<file path="config.mk">
export PLATFORM = sky130hd
export DESIGN_NAME = ceq_buffer_queues
export DESIGN_NICKNAME = d
export VERILOG_FILES = /design/src/shared/ceq_pkg.sv /design/src/rtl/ceq_buffer_queues.sv
export SDC_FILE = /design/constraint.sdc
export NUM_CORES = 2
export LEC_CHECK = 0
export BUFFER_PORTS_ARGS = -buffer_cell sky130_fd_sc_hd__buf_2
export CORE_MARGIN = 2
export CORE_UTILIZATION = 35
export DETAILED_ROUTE_END_ITERATION = 8
export GPL_TIMING_DRIVEN = 1
export HOLD_SLACK_MARGIN = 0.1
export PLACE_DENSITY = 0.49
export REMOVE_ABC_BUFFERS = 1
export SLEW_MARGIN = 5
export SYNTH_ARGS = -nofsm -noshare
export SYNTH_HDL_FRONTEND = slang
export SYNTH_SLANG_ARGS = --single-unit
</file>
<file path="constraint.sdc">
create_clock -name CLK -period 5.45 [get_ports CLK]
set_clock_uncertainty 0.1 [all_clocks]
set_input_delay 1.09 -clock CLK [delete_from_list [all_inputs] [get_ports CLK]]
set_output_delay 1.09 -clock CLK [all_outputs]
set_load 0.02 [all_outputs]
</file>
<file path="src/shared/ceq_pkg.sv">
// buffer-id queue manager: register map, field layout, widths and state types
// assumes one packet-processing clock shared by the bus and the ethernet engine
package ceq_pkg;
    // register byte offsets
    localparam logic [7:0] OFS_TX_QUEUE_PUSH = 8'h18;
    localparam logic [7:0] OFS_TX_QUEUE_COUNT = 8'h1c;
    localparam logic [7:0] OFS_TX_QUEUE_LOW_MARK = 8'h20;
    localparam logic [7:0] OFS_RX_FREE_POOL_PUSH = 8'h24;
    localparam logic [7:0] OFS_RX_FREE_POOL_COUNT = 8'h28;
    localparam logic [7:0] OFS_RX_FREE_POOL_LOW_MARK = 8'h2c;
    localparam logic [7:0] OFS_RX_QUEUE_POP = 8'h30;
    localparam logic [7:0] OFS_RX_QUEUE_COUNT = 8'h34;
    localparam logic [7:0] OFS_RX_QUEUE_HIGH_MARK = 8'h38;
    localparam logic [7:0] OFS_IRQ_STATUS = 8'h40;
    localparam logic [7:0] OFS_IRQ_MASK = 8'h44;
    // buffer id and sdram address layout
    localparam int ID_W = 13;
    localparam int ADDR_W = 24;
    localparam int ID_LSB = 11;
    // structure sizes
    localparam int TX_DEPTH = 32;
    localparam int RX_DEPTH = 128;
    localparam int TX_PW = 5;
    localparam int TX_CW = 6;
    localparam int RX_PW = 7;
    localparam int RX_CW = 8;
    // interrupt status bit positions
    localparam int IRQ_TX_LOW = 0;
    localparam int IRQ_POOL_LOW = 1;
    localparam int IRQ_RX_HIGH = 2;
    localparam int IRQ_RX_DROP = 3;
    localparam int IRQ_W = 4;
    // reset values
    localparam logic [TX_CW-1:0] RST_TX_COUNT = 6'h00;
    localparam logic [TX_CW-1:0] RST_TX_MARK = 6'h00;
    localparam logic [RX_CW-1:0] RST_RX_COUNT = 8'h00;
    localparam logic [RX_CW-1:0] RST_RX_MARK = 8'h00;
    localparam logic [IRQ_W-1:0] RST_IRQ = 4'h0;
    // axi responses
    localparam logic [1:0] RESP_OKAY = 2'h0;
    localparam logic [1:0] RESP_SLVERR = 2'h2;

    typedef enum logic [1:0] {
        CEQ_BUS_IDLE = 2'b00,
        CEQ_BUS_RESP = 2'b01
    } ceq_bus_e;

    // one ring: write pointer, read pointer, level
    typedef struct packed {
        logic [RX_PW-1:0] wp;
        logic [RX_PW-1:0] rp;
        logic [RX_CW-1:0] cnt;
    } ceq_ring_s;

    typedef struct packed {
        logic aw_got;
        logic [7:0] aw_addr;
        logic w_got;
        logic [31:0] w_data;
        logic [3:0] w_strb;
        ceq_bus_e wr_st;
        logic [1:0] bresp;
        ceq_bus_e rd_st;
        logic [31:0] rdata;
        logic [1:0] rresp;
        ceq_ring_s tx;
        ceq_ring_s pl;
        ceq_ring_s rx;
        logic [TX_CW-1:0] tx_mark;
        logic [RX_CW-1:0] pl_mark;
        logic [RX_CW-1:0] rx_mark;
        logic [IRQ_W-1:0] irq_status;
        logic [IRQ_W-1:0] irq_mask;
        logic drop;
    } ceq_state_s;
endpackage : ceq_pkg

</file>
<file path="src/rtl/ceq_buffer_queues.sv">
// buffer-id queues between host software and the ethernet packet engine
// assumes an axi4-lite master on CLK and an ethernet engine on the same clock
// Operation
// - a write to the transmit push register queues one id taken from data bits 12:0 unless the queue already holds 32.
// - every id stands for sdram address bits 23:11 of a 24-bit buffer address.
// - the transmit queue level reads as a 6-bit count from 0 to 32, zero after reset.
// - an interrupt is raised while the transmit level is at or below its 6-bit low mark.
// - a write to the free pool push register adds one free id taken from data bits 12:0 unless the pool already holds 128.
// - the free pool level reads as an 8-bit count from 0 to 128 of buffers left for the receiver.
// - an interrupt is raised while the free pool level is at or below its 8-bit low mark.
// - while the pool is at or below its low mark only oam packets are queued and others are discarded.
// - a read of the receive pop register removes the oldest id and returns it in bits 12:0.
// - the receive queue level reads as an 8-bit count from 0 to 128, zero after reset.
// - an interrupt is raised while the receive level is at or above its 8-bit high mark.
`timescale 1ns/1ns
module ceq_buffer_queues
    import ceq_pkg::*;
(
    // clock and reset
    input wire logic CLK,
    input wire logic RST,
    // axi4-lite write channels
    input wire logic [7:0] AWADDR,
    input wire logic AWVALID,
    output logic AWREADY,
    input wire logic [31:0] WDATA,
    input wire logic [3:0] WSTRB,
    input wire logic WVALID,
    output logic WREADY,
    output logic [1:0] BRESP,
    output logic BVALID,
    input wire logic BREADY,
    // axi4-lite read channels
    input wire logic [7:0] ARADDR,
    input wire logic ARVALID,
    output logic ARREADY,
    output logic [31:0] RDATA,
    output logic [1:0] RRESP,
    output logic RVALID,
    input wire logic RREADY,
    // transmit queue toward the ethernet engine
    output logic TXQ_VALID,
    output logic [ADDR_W-1:0] TXQ_ADDR,
    input wire logic TXQ_READY,
    // free buffers handed to the receive side
    output logic POOL_VALID,
    output logic [ADDR_W-1:0] POOL_ADDR,
    input wire logic POOL_TAKE,
    // received buffers offered for the host queue
    input wire logic RXQ_VALID,
    input wire logic [ADDR_W-1:0] RXQ_ADDR,
    input wire logic RXQ_OAM,
    output logic RXQ_READY,
    output logic RXQ_DROP,
    // interrupt
    output logic IRQ
);
    ceq_state_s s;
    ceq_state_s next_s;
    logic [ID_W-1:0] tx_mem [TX_DEPTH];
    logic [ID_W-1:0] pl_mem [RX_DEPTH];
    logic [ID_W-1:0] rx_mem [RX_DEPTH];

    logic wr_fire;
    logic rd_fire;
    logic tx_push;
    logic tx_pop;
    logic pl_push;
    logic pl_pop;
    logic rx_push;
    logic rx_pop;
    logic rx_discard;
    logic tx_full;
    logic pl_full;
    logic rx_full;
    logic tx_low;
    logic pl_low;
    logic rx_high;
    logic [IRQ_W-1:0] irq_event;
    logic [ID_W-1:0] wr_id;
    logic [TX_PW-1:0] tx_wp;
    logic [TX_PW-1:0] tx_rp;

    // transmit ring uses the low pointer bits only
    assign tx_wp = s.tx.wp[TX_PW-1:0];
    assign tx_rp = s.tx.rp[TX_PW-1:0];
    assign wr_id = s.w_data[ID_W-1:0];

    assign tx_full = (s.tx.cnt == RX_CW'(TX_DEPTH));
    assign pl_full = (s.pl.cnt == RX_CW'(RX_DEPTH));
    assign rx_full = (s.rx.cnt == RX_CW'(RX_DEPTH));

    // threshold comparisons
    assign tx_low = (s.tx.cnt[TX_CW-1:0] <= s.tx_mark);
    assign pl_low = (s.pl.cnt <= s.pl_mark);
    assign rx_high = (s.rx.cnt >= s.rx_mark);

    // bus decode: a write is performed once address and data are both held
    assign wr_fire = s.aw_got && s.w_got && (s.wr_st == CEQ_BUS_IDLE);
    assign rd_fire = ARVALID && ARREADY;

    // pushes beyond capacity are dropped silently; software watches the level
    assign tx_push = wr_fire && (s.aw_addr == OFS_TX_QUEUE_PUSH) && !tx_full;
    assign pl_push = wr_fire && (s.aw_addr == OFS_RX_FREE_POOL_PUSH) && !pl_full;
    assign tx_pop = TXQ_VALID && TXQ_READY;
    assign pl_pop = POOL_VALID && POOL_TAKE;
    // low address bits are ignored here as in the read decode, so a pop never returns data without removing it
    assign rx_pop = rd_fire && ({ARADDR[7:2], 2'b00} == OFS_RX_QUEUE_POP) && (s.rx.cnt != '0);

    // a low pool lets only oam through; a discarded packet is always taken
    assign rx_discard = RXQ_VALID && pl_low && !RXQ_OAM;
    assign RXQ_READY = rx_discard || (!rx_full && !(pl_low && !RXQ_OAM));
    assign rx_push = RXQ_VALID && RXQ_READY && !rx_discard;

    assign irq_event[IRQ_TX_LOW] = tx_low;
    assign irq_event[IRQ_POOL_LOW] = pl_low;
    assign irq_event[IRQ_RX_HIGH] = rx_high;
    assign irq_event[IRQ_RX_DROP] = rx_discard;

    // handshake outputs
    assign AWREADY = !s.aw_got;
    assign WREADY = !s.w_got;
    assign ARREADY = (s.rd_st == CEQ_BUS_IDLE);
    assign BVALID = (s.wr_st == CEQ_BUS_RESP);
    assign BRESP = s.bresp;
    assign RVALID = (s.rd_st == CEQ_BUS_RESP);
    assign RDATA = s.rdata;
    assign RRESP = s.rresp;
    assign TXQ_VALID = (s.tx.cnt != '0);
    assign POOL_VALID = (s.pl.cnt != '0);
    assign TXQ_ADDR = {tx_mem[tx_rp], ID_LSB'(0)};
    assign POOL_ADDR = {pl_mem[s.pl.rp], ID_LSB'(0)};
    assign RXQ_DROP = s.drop;
    assign IRQ = |(s.irq_status & s.irq_mask);

    function automatic logic [31:0] read_word(input logic [7:0] a, input ceq_state_s st,
                                              input logic [ID_W-1:0] head);
        logic [31:0] v;
        v = 32'h0;
        case (a)
            OFS_TX_QUEUE_COUNT: v = 32'(st.tx.cnt[TX_CW-1:0]);
            OFS_TX_QUEUE_LOW_MARK: v = 32'(st.tx_mark);
            OFS_RX_FREE_POOL_COUNT: v = 32'(st.pl.cnt);
            OFS_RX_FREE_POOL_LOW_MARK: v = 32'(st.pl_mark);
            OFS_RX_QUEUE_POP: v = (st.rx.cnt != '0) ? 32'(head) : 32'h0;
            OFS_RX_QUEUE_COUNT: v = 32'(st.rx.cnt);
            OFS_RX_QUEUE_HIGH_MARK: v = 32'(st.rx_mark);
            OFS_IRQ_STATUS: v = 32'(st.irq_status);
            OFS_IRQ_MASK: v = 32'(st.irq_mask);
            default: v = 32'h0;
        endcase
        return v;
    endfunction : read_word

    function automatic logic known_addr(input logic [7:0] a);
        logic k;
        k = 1'b0;
        case (a)
            OFS_TX_QUEUE_PUSH, OFS_TX_QUEUE_COUNT, OFS_TX_QUEUE_LOW_MARK,
            OFS_RX_FREE_POOL_PUSH, OFS_RX_FREE_POOL_COUNT, OFS_RX_FREE_POOL_LOW_MARK,
            OFS_RX_QUEUE_POP, OFS_RX_QUEUE_COUNT, OFS_RX_QUEUE_HIGH_MARK,
            OFS_IRQ_STATUS, OFS_IRQ_MASK: k = 1'b1;
            default: k = 1'b0;
        endcase
        return k;
    endfunction : known_addr

    always_comb begin
        next_s = s;
        // write address and data are taken in either order
        if (AWVALID && AWREADY) begin
            next_s.aw_got = 1'b1;
            next_s.aw_addr = {AWADDR[7:2], 2'b00};
        end
        if (WVALID && WREADY) begin
            next_s.w_got = 1'b1;
            next_s.w_data = WDATA;
            next_s.w_strb = WSTRB;
        end
        case (s.wr_st)
            CEQ_BUS_IDLE: begin
                if (wr_fire) begin
                    next_s.wr_st = CEQ_BUS_RESP;
                    next_s.bresp = known_addr(s.aw_addr) ? RESP_OKAY : RESP_SLVERR;
                end
            end
            CEQ_BUS_RESP: begin
                if (BREADY) begin
                    next_s.wr_st = CEQ_BUS_IDLE;
                    next_s.aw_got = 1'b0;
                    next_s.w_got = 1'b0;
                end
            end
            default: next_s.wr_st = CEQ_BUS_IDLE;
        endcase
        // marks steer the comparators; only the low byte lane carries them
        if (wr_fire && s.w_strb[0]) begin
            case (s.aw_addr)
                OFS_TX_QUEUE_LOW_MARK: next_s.tx_mark = s.w_data[TX_CW-1:0];
                OFS_RX_FREE_POOL_LOW_MARK: next_s.pl_mark = s.w_data[RX_CW-1:0];
                OFS_RX_QUEUE_HIGH_MARK: next_s.rx_mark = s.w_data[RX_CW-1:0];
                OFS_IRQ_MASK: next_s.irq_mask = s.w_data[IRQ_W-1:0];
                default: next_s.tx_mark = s.tx_mark;
            endcase
        end
        // write one to clear, a standing event sets again in the same cycle
        next_s.irq_status = s.irq_status;
        if (wr_fire && (s.aw_addr == OFS_IRQ_STATUS) && s.w_strb[0]) begin
            next_s.irq_status = s.irq_status & ~s.w_data[IRQ_W-1:0];
        end
        next_s.irq_status = next_s.irq_status | irq_event;
        // read channel: a read of the pop register commits the removal when taken
        case (s.rd_st)
            CEQ_BUS_IDLE: begin
                if (rd_fire) begin
                    next_s.rd_st = CEQ_BUS_RESP;
                    next_s.rdata = read_word({ARADDR[7:2], 2'b00}, s, rx_mem[s.rx.rp]);
                    next_s.rresp = known_addr({ARADDR[7:2], 2'b00}) ? RESP_OKAY : RESP_SLVERR;
                end
            end
            CEQ_BUS_RESP: begin
                if (RREADY) begin
                    next_s.rd_st = CEQ_BUS_IDLE;
                end
            end
            default: next_s.rd_st = CEQ_BUS_IDLE;
        endcase
        // ring pointers and levels
        next_s.tx.wp = RX_PW'(tx_wp + TX_PW'(tx_push));
        next_s.tx.rp = RX_PW'(tx_rp + TX_PW'(tx_pop));
        next_s.tx.cnt = s.tx.cnt + RX_CW'(tx_push) - RX_CW'(tx_pop);
        next_s.pl.wp = s.pl.wp + RX_PW'(pl_push);
        next_s.pl.rp = s.pl.rp + RX_PW'(pl_pop);
        next_s.pl.cnt = s.pl.cnt + RX_CW'(pl_push) - RX_CW'(pl_pop);
        next_s.rx.wp = s.rx.wp + RX_PW'(rx_push);
        next_s.rx.rp = s.rx.rp + RX_PW'(rx_pop);
        next_s.rx.cnt = s.rx.cnt + RX_CW'(rx_push) - RX_CW'(rx_pop);
        next_s.drop = rx_discard;
    end

    always_ff @(posedge CLK or posedge RST) begin
        if (RST) begin
            s <= '0;
            s.wr_st <= CEQ_BUS_IDLE;
            s.rd_st <= CEQ_BUS_IDLE;
            s.bresp <= RESP_OKAY;
            s.rresp <= RESP_OKAY;
            s.tx.cnt <= RX_CW'(RST_TX_COUNT);
            s.tx_mark <= RST_TX_MARK;
            s.pl.cnt <= RST_RX_COUNT;
            s.pl_mark <= RST_RX_MARK;
            s.rx.cnt <= RST_RX_COUNT;
            s.rx_mark <= RST_RX_MARK;
            s.irq_status <= RST_IRQ;
            s.irq_mask <= RST_IRQ;
        end else begin
            s <= next_s;
        end
    end

    // storage needs no reset: contents are only read below the level
    always_ff @(posedge CLK) begin
        if (tx_push) begin
            tx_mem[tx_wp] <= wr_id;
        end
        if (pl_push) begin
            pl_mem[s.pl.wp] <= wr_id;
        end
        if (rx_push) begin
            rx_mem[s.rx.wp] <= RXQ_ADDR[ADDR_W-1:ID_LSB];
        end
    end
endmodule : ceq_buffer_queues

</file>
After elaboration in Yosys (flattened, before gate mapping). Memories as Yosys holds them, arrays and structs flattened. Index checks and enable logic that the tools add are counted.

Output and inout bits: 94. Flip-flop bits (word level): 177. Bits in writable memories: 3744. Memories: 3. Word-level logic and storage cells: 154. Bits of input ports: 87.

$lt $le $gt $ge: 3. Equality and inequality tests: 31. $add $sub $neg: 12. Bitwise gates (word level): 4. Reduce and logical (&&, ||, !) cells: 47. Muxes and demuxes: 29.

Memory list: pl_mem (depth 128, bits a word 13, read ports 1, clocked after Yosys merged registers in 0, write ports 1, line ceq_buffer_queues.sv:61) `logic [ID_W-1:0] pl_mem [RX_DEPTH];`; rx_mem (depth 128, bits a word 13, read ports 1, clocked after Yosys merged registers in 0, write ports 1, line ceq_buffer_queues.sv:62) `logic [ID_W-1:0] rx_mem [RX_DEPTH];`; tx_mem (depth 32, bits a word 13, read ports 1, clocked after Yosys merged registers in 0, write ports 1, line ceq_buffer_queues.sv:60) `logic [ID_W-1:0] tx_mem [TX_DEPTH];`.

Operator list (count): one-hot mux 13 bit (9 select lines) (1); == test 6 x 4 -> 1 bit (second input constant) (14); two-way mux 37 bit (1); two-way mux 36 bit (1); adder 7 x 1 -> 7 bit (4); adder 8 x 1 -> 8 bit (3); == test 6 x 3 -> 1 bit (second input constant) (4); == test 6 x 5 -> 1 bit (second input constant) (4); nonzero test 8 bit (3); subtractor 8 x 1 -> 8 bit (3); logical AND 1 bit (22); OR reduction 11 bit (2); == test 8 bit (second input constant) (2); two-way mux 1 bit (16); AND reduction 2 bit (8); two-way mux 13 bit (1); adder 5 x 1 -> 5 bit (2); two-way mux 9 bit (1); bitwise AND 4 bit (2); == test 8 x 6 -> 1 bit (second input constant) (1); greater-or-equal comparator 8 bit (1); less-or-equal comparator 8 bit (1); logical NOT 1 bit (8); two-way mux 2 bit (4); 11 further kinds (17).

Longest topological paths before layout.
Depth after elaboration: 9. Depth in mapped cells: 21. Depth with buffers taken out: 20.

Worst setup path after synthesis. No wires, ideal clock.

Path type: input to register. From: input port ARADDR[5]. To: register s[37] (netlist bit). Stages on the path: 16. Arrival: 3900 ps. Setup time: 122 ps. Path slack: 1328 ps. Path through: clkbuf_1 nand3_1 a2111oi_1 and2_1 ha_1 inv_1 ha_1 inv_1 fa_1 inv_1 a21oi_1 nor2_1 o21ai_0 a21oi_1 nor2_1 xnor2_1.

RTL lines: start, declared (line ceq_buffer_queues.sv:34) `input wire logic [7:0] ARADDR,`; end signal, assigned (line ceq_buffer_queues.sv:257) `s <= next_s;`; end, declared (line ceq_buffer_queues.sv:58) `ceq_state_s s;`.

Final worst setup path.
From: register s[61] (netlist bit). To: output port POOL_ADDR[23].

Longest elaborated chain between the ends: 1.

RTL lines: memory (128 x 13 bit); end, declared (line ceq_buffer_queues.sv:47) `output logic [ADDR_W-1:0] POOL_ADDR,`.

Every way passes these cells.

==> metrics.txt <==
met3 capacity usage during global routing=2.13%; overall via count from detail_route=72,900; post-synth top area share=74.4%; achievable clock frequency=186 MHz; full die area=0.437 mm²; HPWL after detailed placement=233,000 µm; final worst slack=0.0656 ns; DP Cell Count=13,000; sort of element at the end of the critical path=output pin; simple-gate portion of the synthesized area=1.75%; number of max-capacitance violations reported=0; final weighted congestion in routability-driven placement=0.769; xor and xnor fraction of the mapped netlist area=0.255%; critical path start-end classification=reg2out; actual slew at the worst max-slew pin=1.34 ns; total number of H-tree levels=5; number of rows in the core area=241; synthesized instance count=7,100; endpoint required time on the critical path=4.26 ns; fill count=37,900; Final Cycle Share=98.8%; endpoints failing setup=0; pre-CTS setup slack=0.865 ns; total gr overflow=0; main area contributors after synthesis=edfxtp_1 74%, mux4_2 13%, mux2i_1 2.8%; final antenna-violating net count=0; number of nets in the layout=7,887; clock input transition at the sequential cells of the worst setup and hold paths=0.06 ns; busiest layer in global routing=met2; routing usage on met2=29.4%; Seq/Total Area, Yosys=76.5%; flops & latches, synth=3,876; adder and majority cell fraction of the synthesized area=0.619%; Max Transition Viols Final=0; clock tree buffer depth=4; unrepaired setup endpoints after global routing=yes; Die H=661 µm; clock insertion delay at the later pin of the skew report=0.98 ns; leak pwr=0.0549 µW; area inside the core boundary=0.431 mm²; met1 capacity usage during global routing=24.5%; number of clock sinks seen by CTS=3,876; clock buffers created by TritonCTS=414; mean instance size in the synthesized netlist=21.3 µm²; worst-path fanout max=16; cell at the root of the clock tree=clkbuf_16; non-filler cells, final=13,800; Final Hold Viols=0; largest net degree at the start of global routing=129; outcome=finished, final reports clean; shortest clock period the worst path allows after layout=5.38 ns; library cell with the largest summed area after synthesis=edfxtp_1; HP Class=in2async; total wire length after detailed routing=393,000 µm; dominant combinational cell family by area after synthesis=multiplexers; critical path launch point type=flop; mux contribution to synthesized area=16.5%; DRC marker count from the first detailed-route iteration=6,639; top cell types by occurrence after synthesis=3,744 x edfxtp_1, 884 x mux4_2, 420 x mux2i_1; IR Drop Worst-Case VDD=0.323 mV; Tot GR Track Use=17.7%; DIE WIDTH=661 µm; Area Growth Syn to Fin=15.7%; Top-Level Pins=181; iteration count of the initial detailed-routing pass=5; Post-Syn Area=0.151 mm²; number of buffer cells added on primary ports=100; fraction of layout cells with a size suffix above 1=27.1%; vias in the first global route=75,000; Ys Warns=0; share of synthesized flip-flops with an asynchronous set or reset=3.41%; most frequently used cell type in the post-synthesis netlist=edfxtp_1; antenna violations before repair=13; DRC violations left=0; share of the synthesized area in compound gates (AO/OA/AOI/OAI)=2.80%; first-pass GRT wire length=558,000 µm; TritonCTS clock tree=done; Rel. slew slack=10.3%; post-DR vias/cell=5.28; Primary FF master, synth=edfxtp_1; critical path data arrival time=4.19 ns; EDFF count, synth=3,744; Total Power=83,300 µW; total power divided by cell area=476 mW/mm²; Yosys cell types=58; average wire per cell in the routed design=28.5 µm; initial core utilization=35.1%
[sequential cells by signal, indices dropped and copies added (netlist names)]
signal / flops
pl_mem: 1664
rx_mem: 1664
tx_mem: 416
s: 116
RDATA: 13
BRESP: 1
RRESP: 1
RXQ_DROP: 1
[worst paths after layout]
path,from,cells past startpoint,slack [ns],endpoint
worst min register to register,s[135]$_DFFE_PP0P_,1,0.41,s[182]$_DFF_PP0_
worst max-delay path,s[61]$_DFF_PP0_,8,0.07,POOL_ADDR[23]
worst max register to register,s[177]$_DFFE_PP0P_,6,1.35,tx_mem[19][11]$_DFFE_PP_
min in group CLK,RREADY,2,0.22,s[131]$_DFFE_PP0P_
worst min-delay path,RST,2,0.15,s[131]$_DFFE_PP0P_
max in group asynchronous,RST,3,3.83,s[39]$_DFF_PP0_
[timing repair]
item / in CTS / in global routing
cloned: 7 / 1
hold buffers: 0 / 0
endpoints found under the setup margin: 13 / 9
buffers inserted: 11 / 0
resized for setup: 27 / 12
[cell type report]
type / count / area, µm² / share of cell area (%)
well taps: 5710 / 7140 / 4.08
diodes: 22 / 55.1 / 0.0315
inverters: 79 / 307 / 0.175
multi-input cells: 2747 / 33500 / 19.1
flip-flops and latches: 3876 / 116000 / 66.2
clock buffers: 535 / 11000 / 6.28
clock inverters: 217 / 1750 / 0.998
repair buffers: 609 / 5450 / 3.11
[critical path, stage by stage, from the launching register on]
cell and delay (ns):
dfrtp_4 0.45, buf_4 0.14, buf_16 0.22, buf_16 0.21, mux4_2 0.52, mux4_2 0.57, mux4_2 0.53, mux2_2 0.33
buf_2 0.17
[report_power, final]
part | internal (µW) | total, µW | switching (µW) | leakage (µW)
clock | 15200 | 26600 | 11400 | 0.00622
combinational | 8510 | 18700 | 10200 | 0.0134
sequential | 35700 | 38000 | 2260 | 0.0353
total | 59400 | 83300 | 23900 | 0.0549
[routing by layer]
layer | wire, µm | vias up
met4 | 11400 | 2
met1 | 171000 | 39600
met3 | 18300 | 530
li1 | - | 31000
met5 | 8 | -
met2 | 193000 | 1792
[through the flow]
| step | hold WS (ns) | setup TNS (ns) | utilization [%] | area, µm² |
|---|---|---|---|---|
| 6_report | 0.148 | 0 | 40.6 | 175000 |
| 5_1_grt | 0.193 | -0.138 | 40.6 | 175000 |
| 4_1_cts | 0.141 | -0.136 | 40.6 | 175000 |
| 3_5_place_dp | 0.400 | 0 | 37.5 | 162000 |
| 3_3_place_gp | 0.371 | 0 | 37.5 | 162000 |
| 2_1_floorplan | 0.366 | -617.02 | - | 149000 |
[cells by family after synthesis]
group           after synthesis
xor+xnor                     44
other cells                   1
mux                        1376
flops                      3876
fa+ha+maj                    73
simple gates                614
buf+inv                     519
compound gates              597
[layout by cell type, fill, tap and decap left out, types with 15 or more instances in the layout]
| master | n |
|---|---|
| clkbuf_1 | 109 |
| buf_4 | 447 |
| mux2_2 | 66 |
| xor2_1 | 18 |
| xnor2_1 | 26 |
| o221ai_1 | 208 |
| bufinv_16 | 22 |
| a22oi_1 | 27 |
| mux4_2 | 884 |
| clkinv_2 | 75 |
| buf_2 | 81 |
| mux2i_1 | 420 |
| conb_1 | 43 |
| nor2b_1 | 21 |
| diode_2 | 22 |
| dfrtp_1 | 106 |
| nor2_1 | 311 |
| buf_16 | 15 |
| buf_12 | 51 |
| ha_1 | 70 |
| nand2_1 | 95 |
| dfrtp_4 | 22 |
| o21ai_0 | 36 |
| clkbuf_16 | 419 |
| a21oi_1 | 132 |
| inv_1 | 75 |
| nand3_1 | 42 |
| nor2_2 | 29 |
| o22ai_1 | 107 |
| a211oi_1 | 18 |
| edfxtp_1 | 3744 |
| nor3_1 | 61 |
| clkinv_1 | 97 |
(Power assumes the default switching activity.)
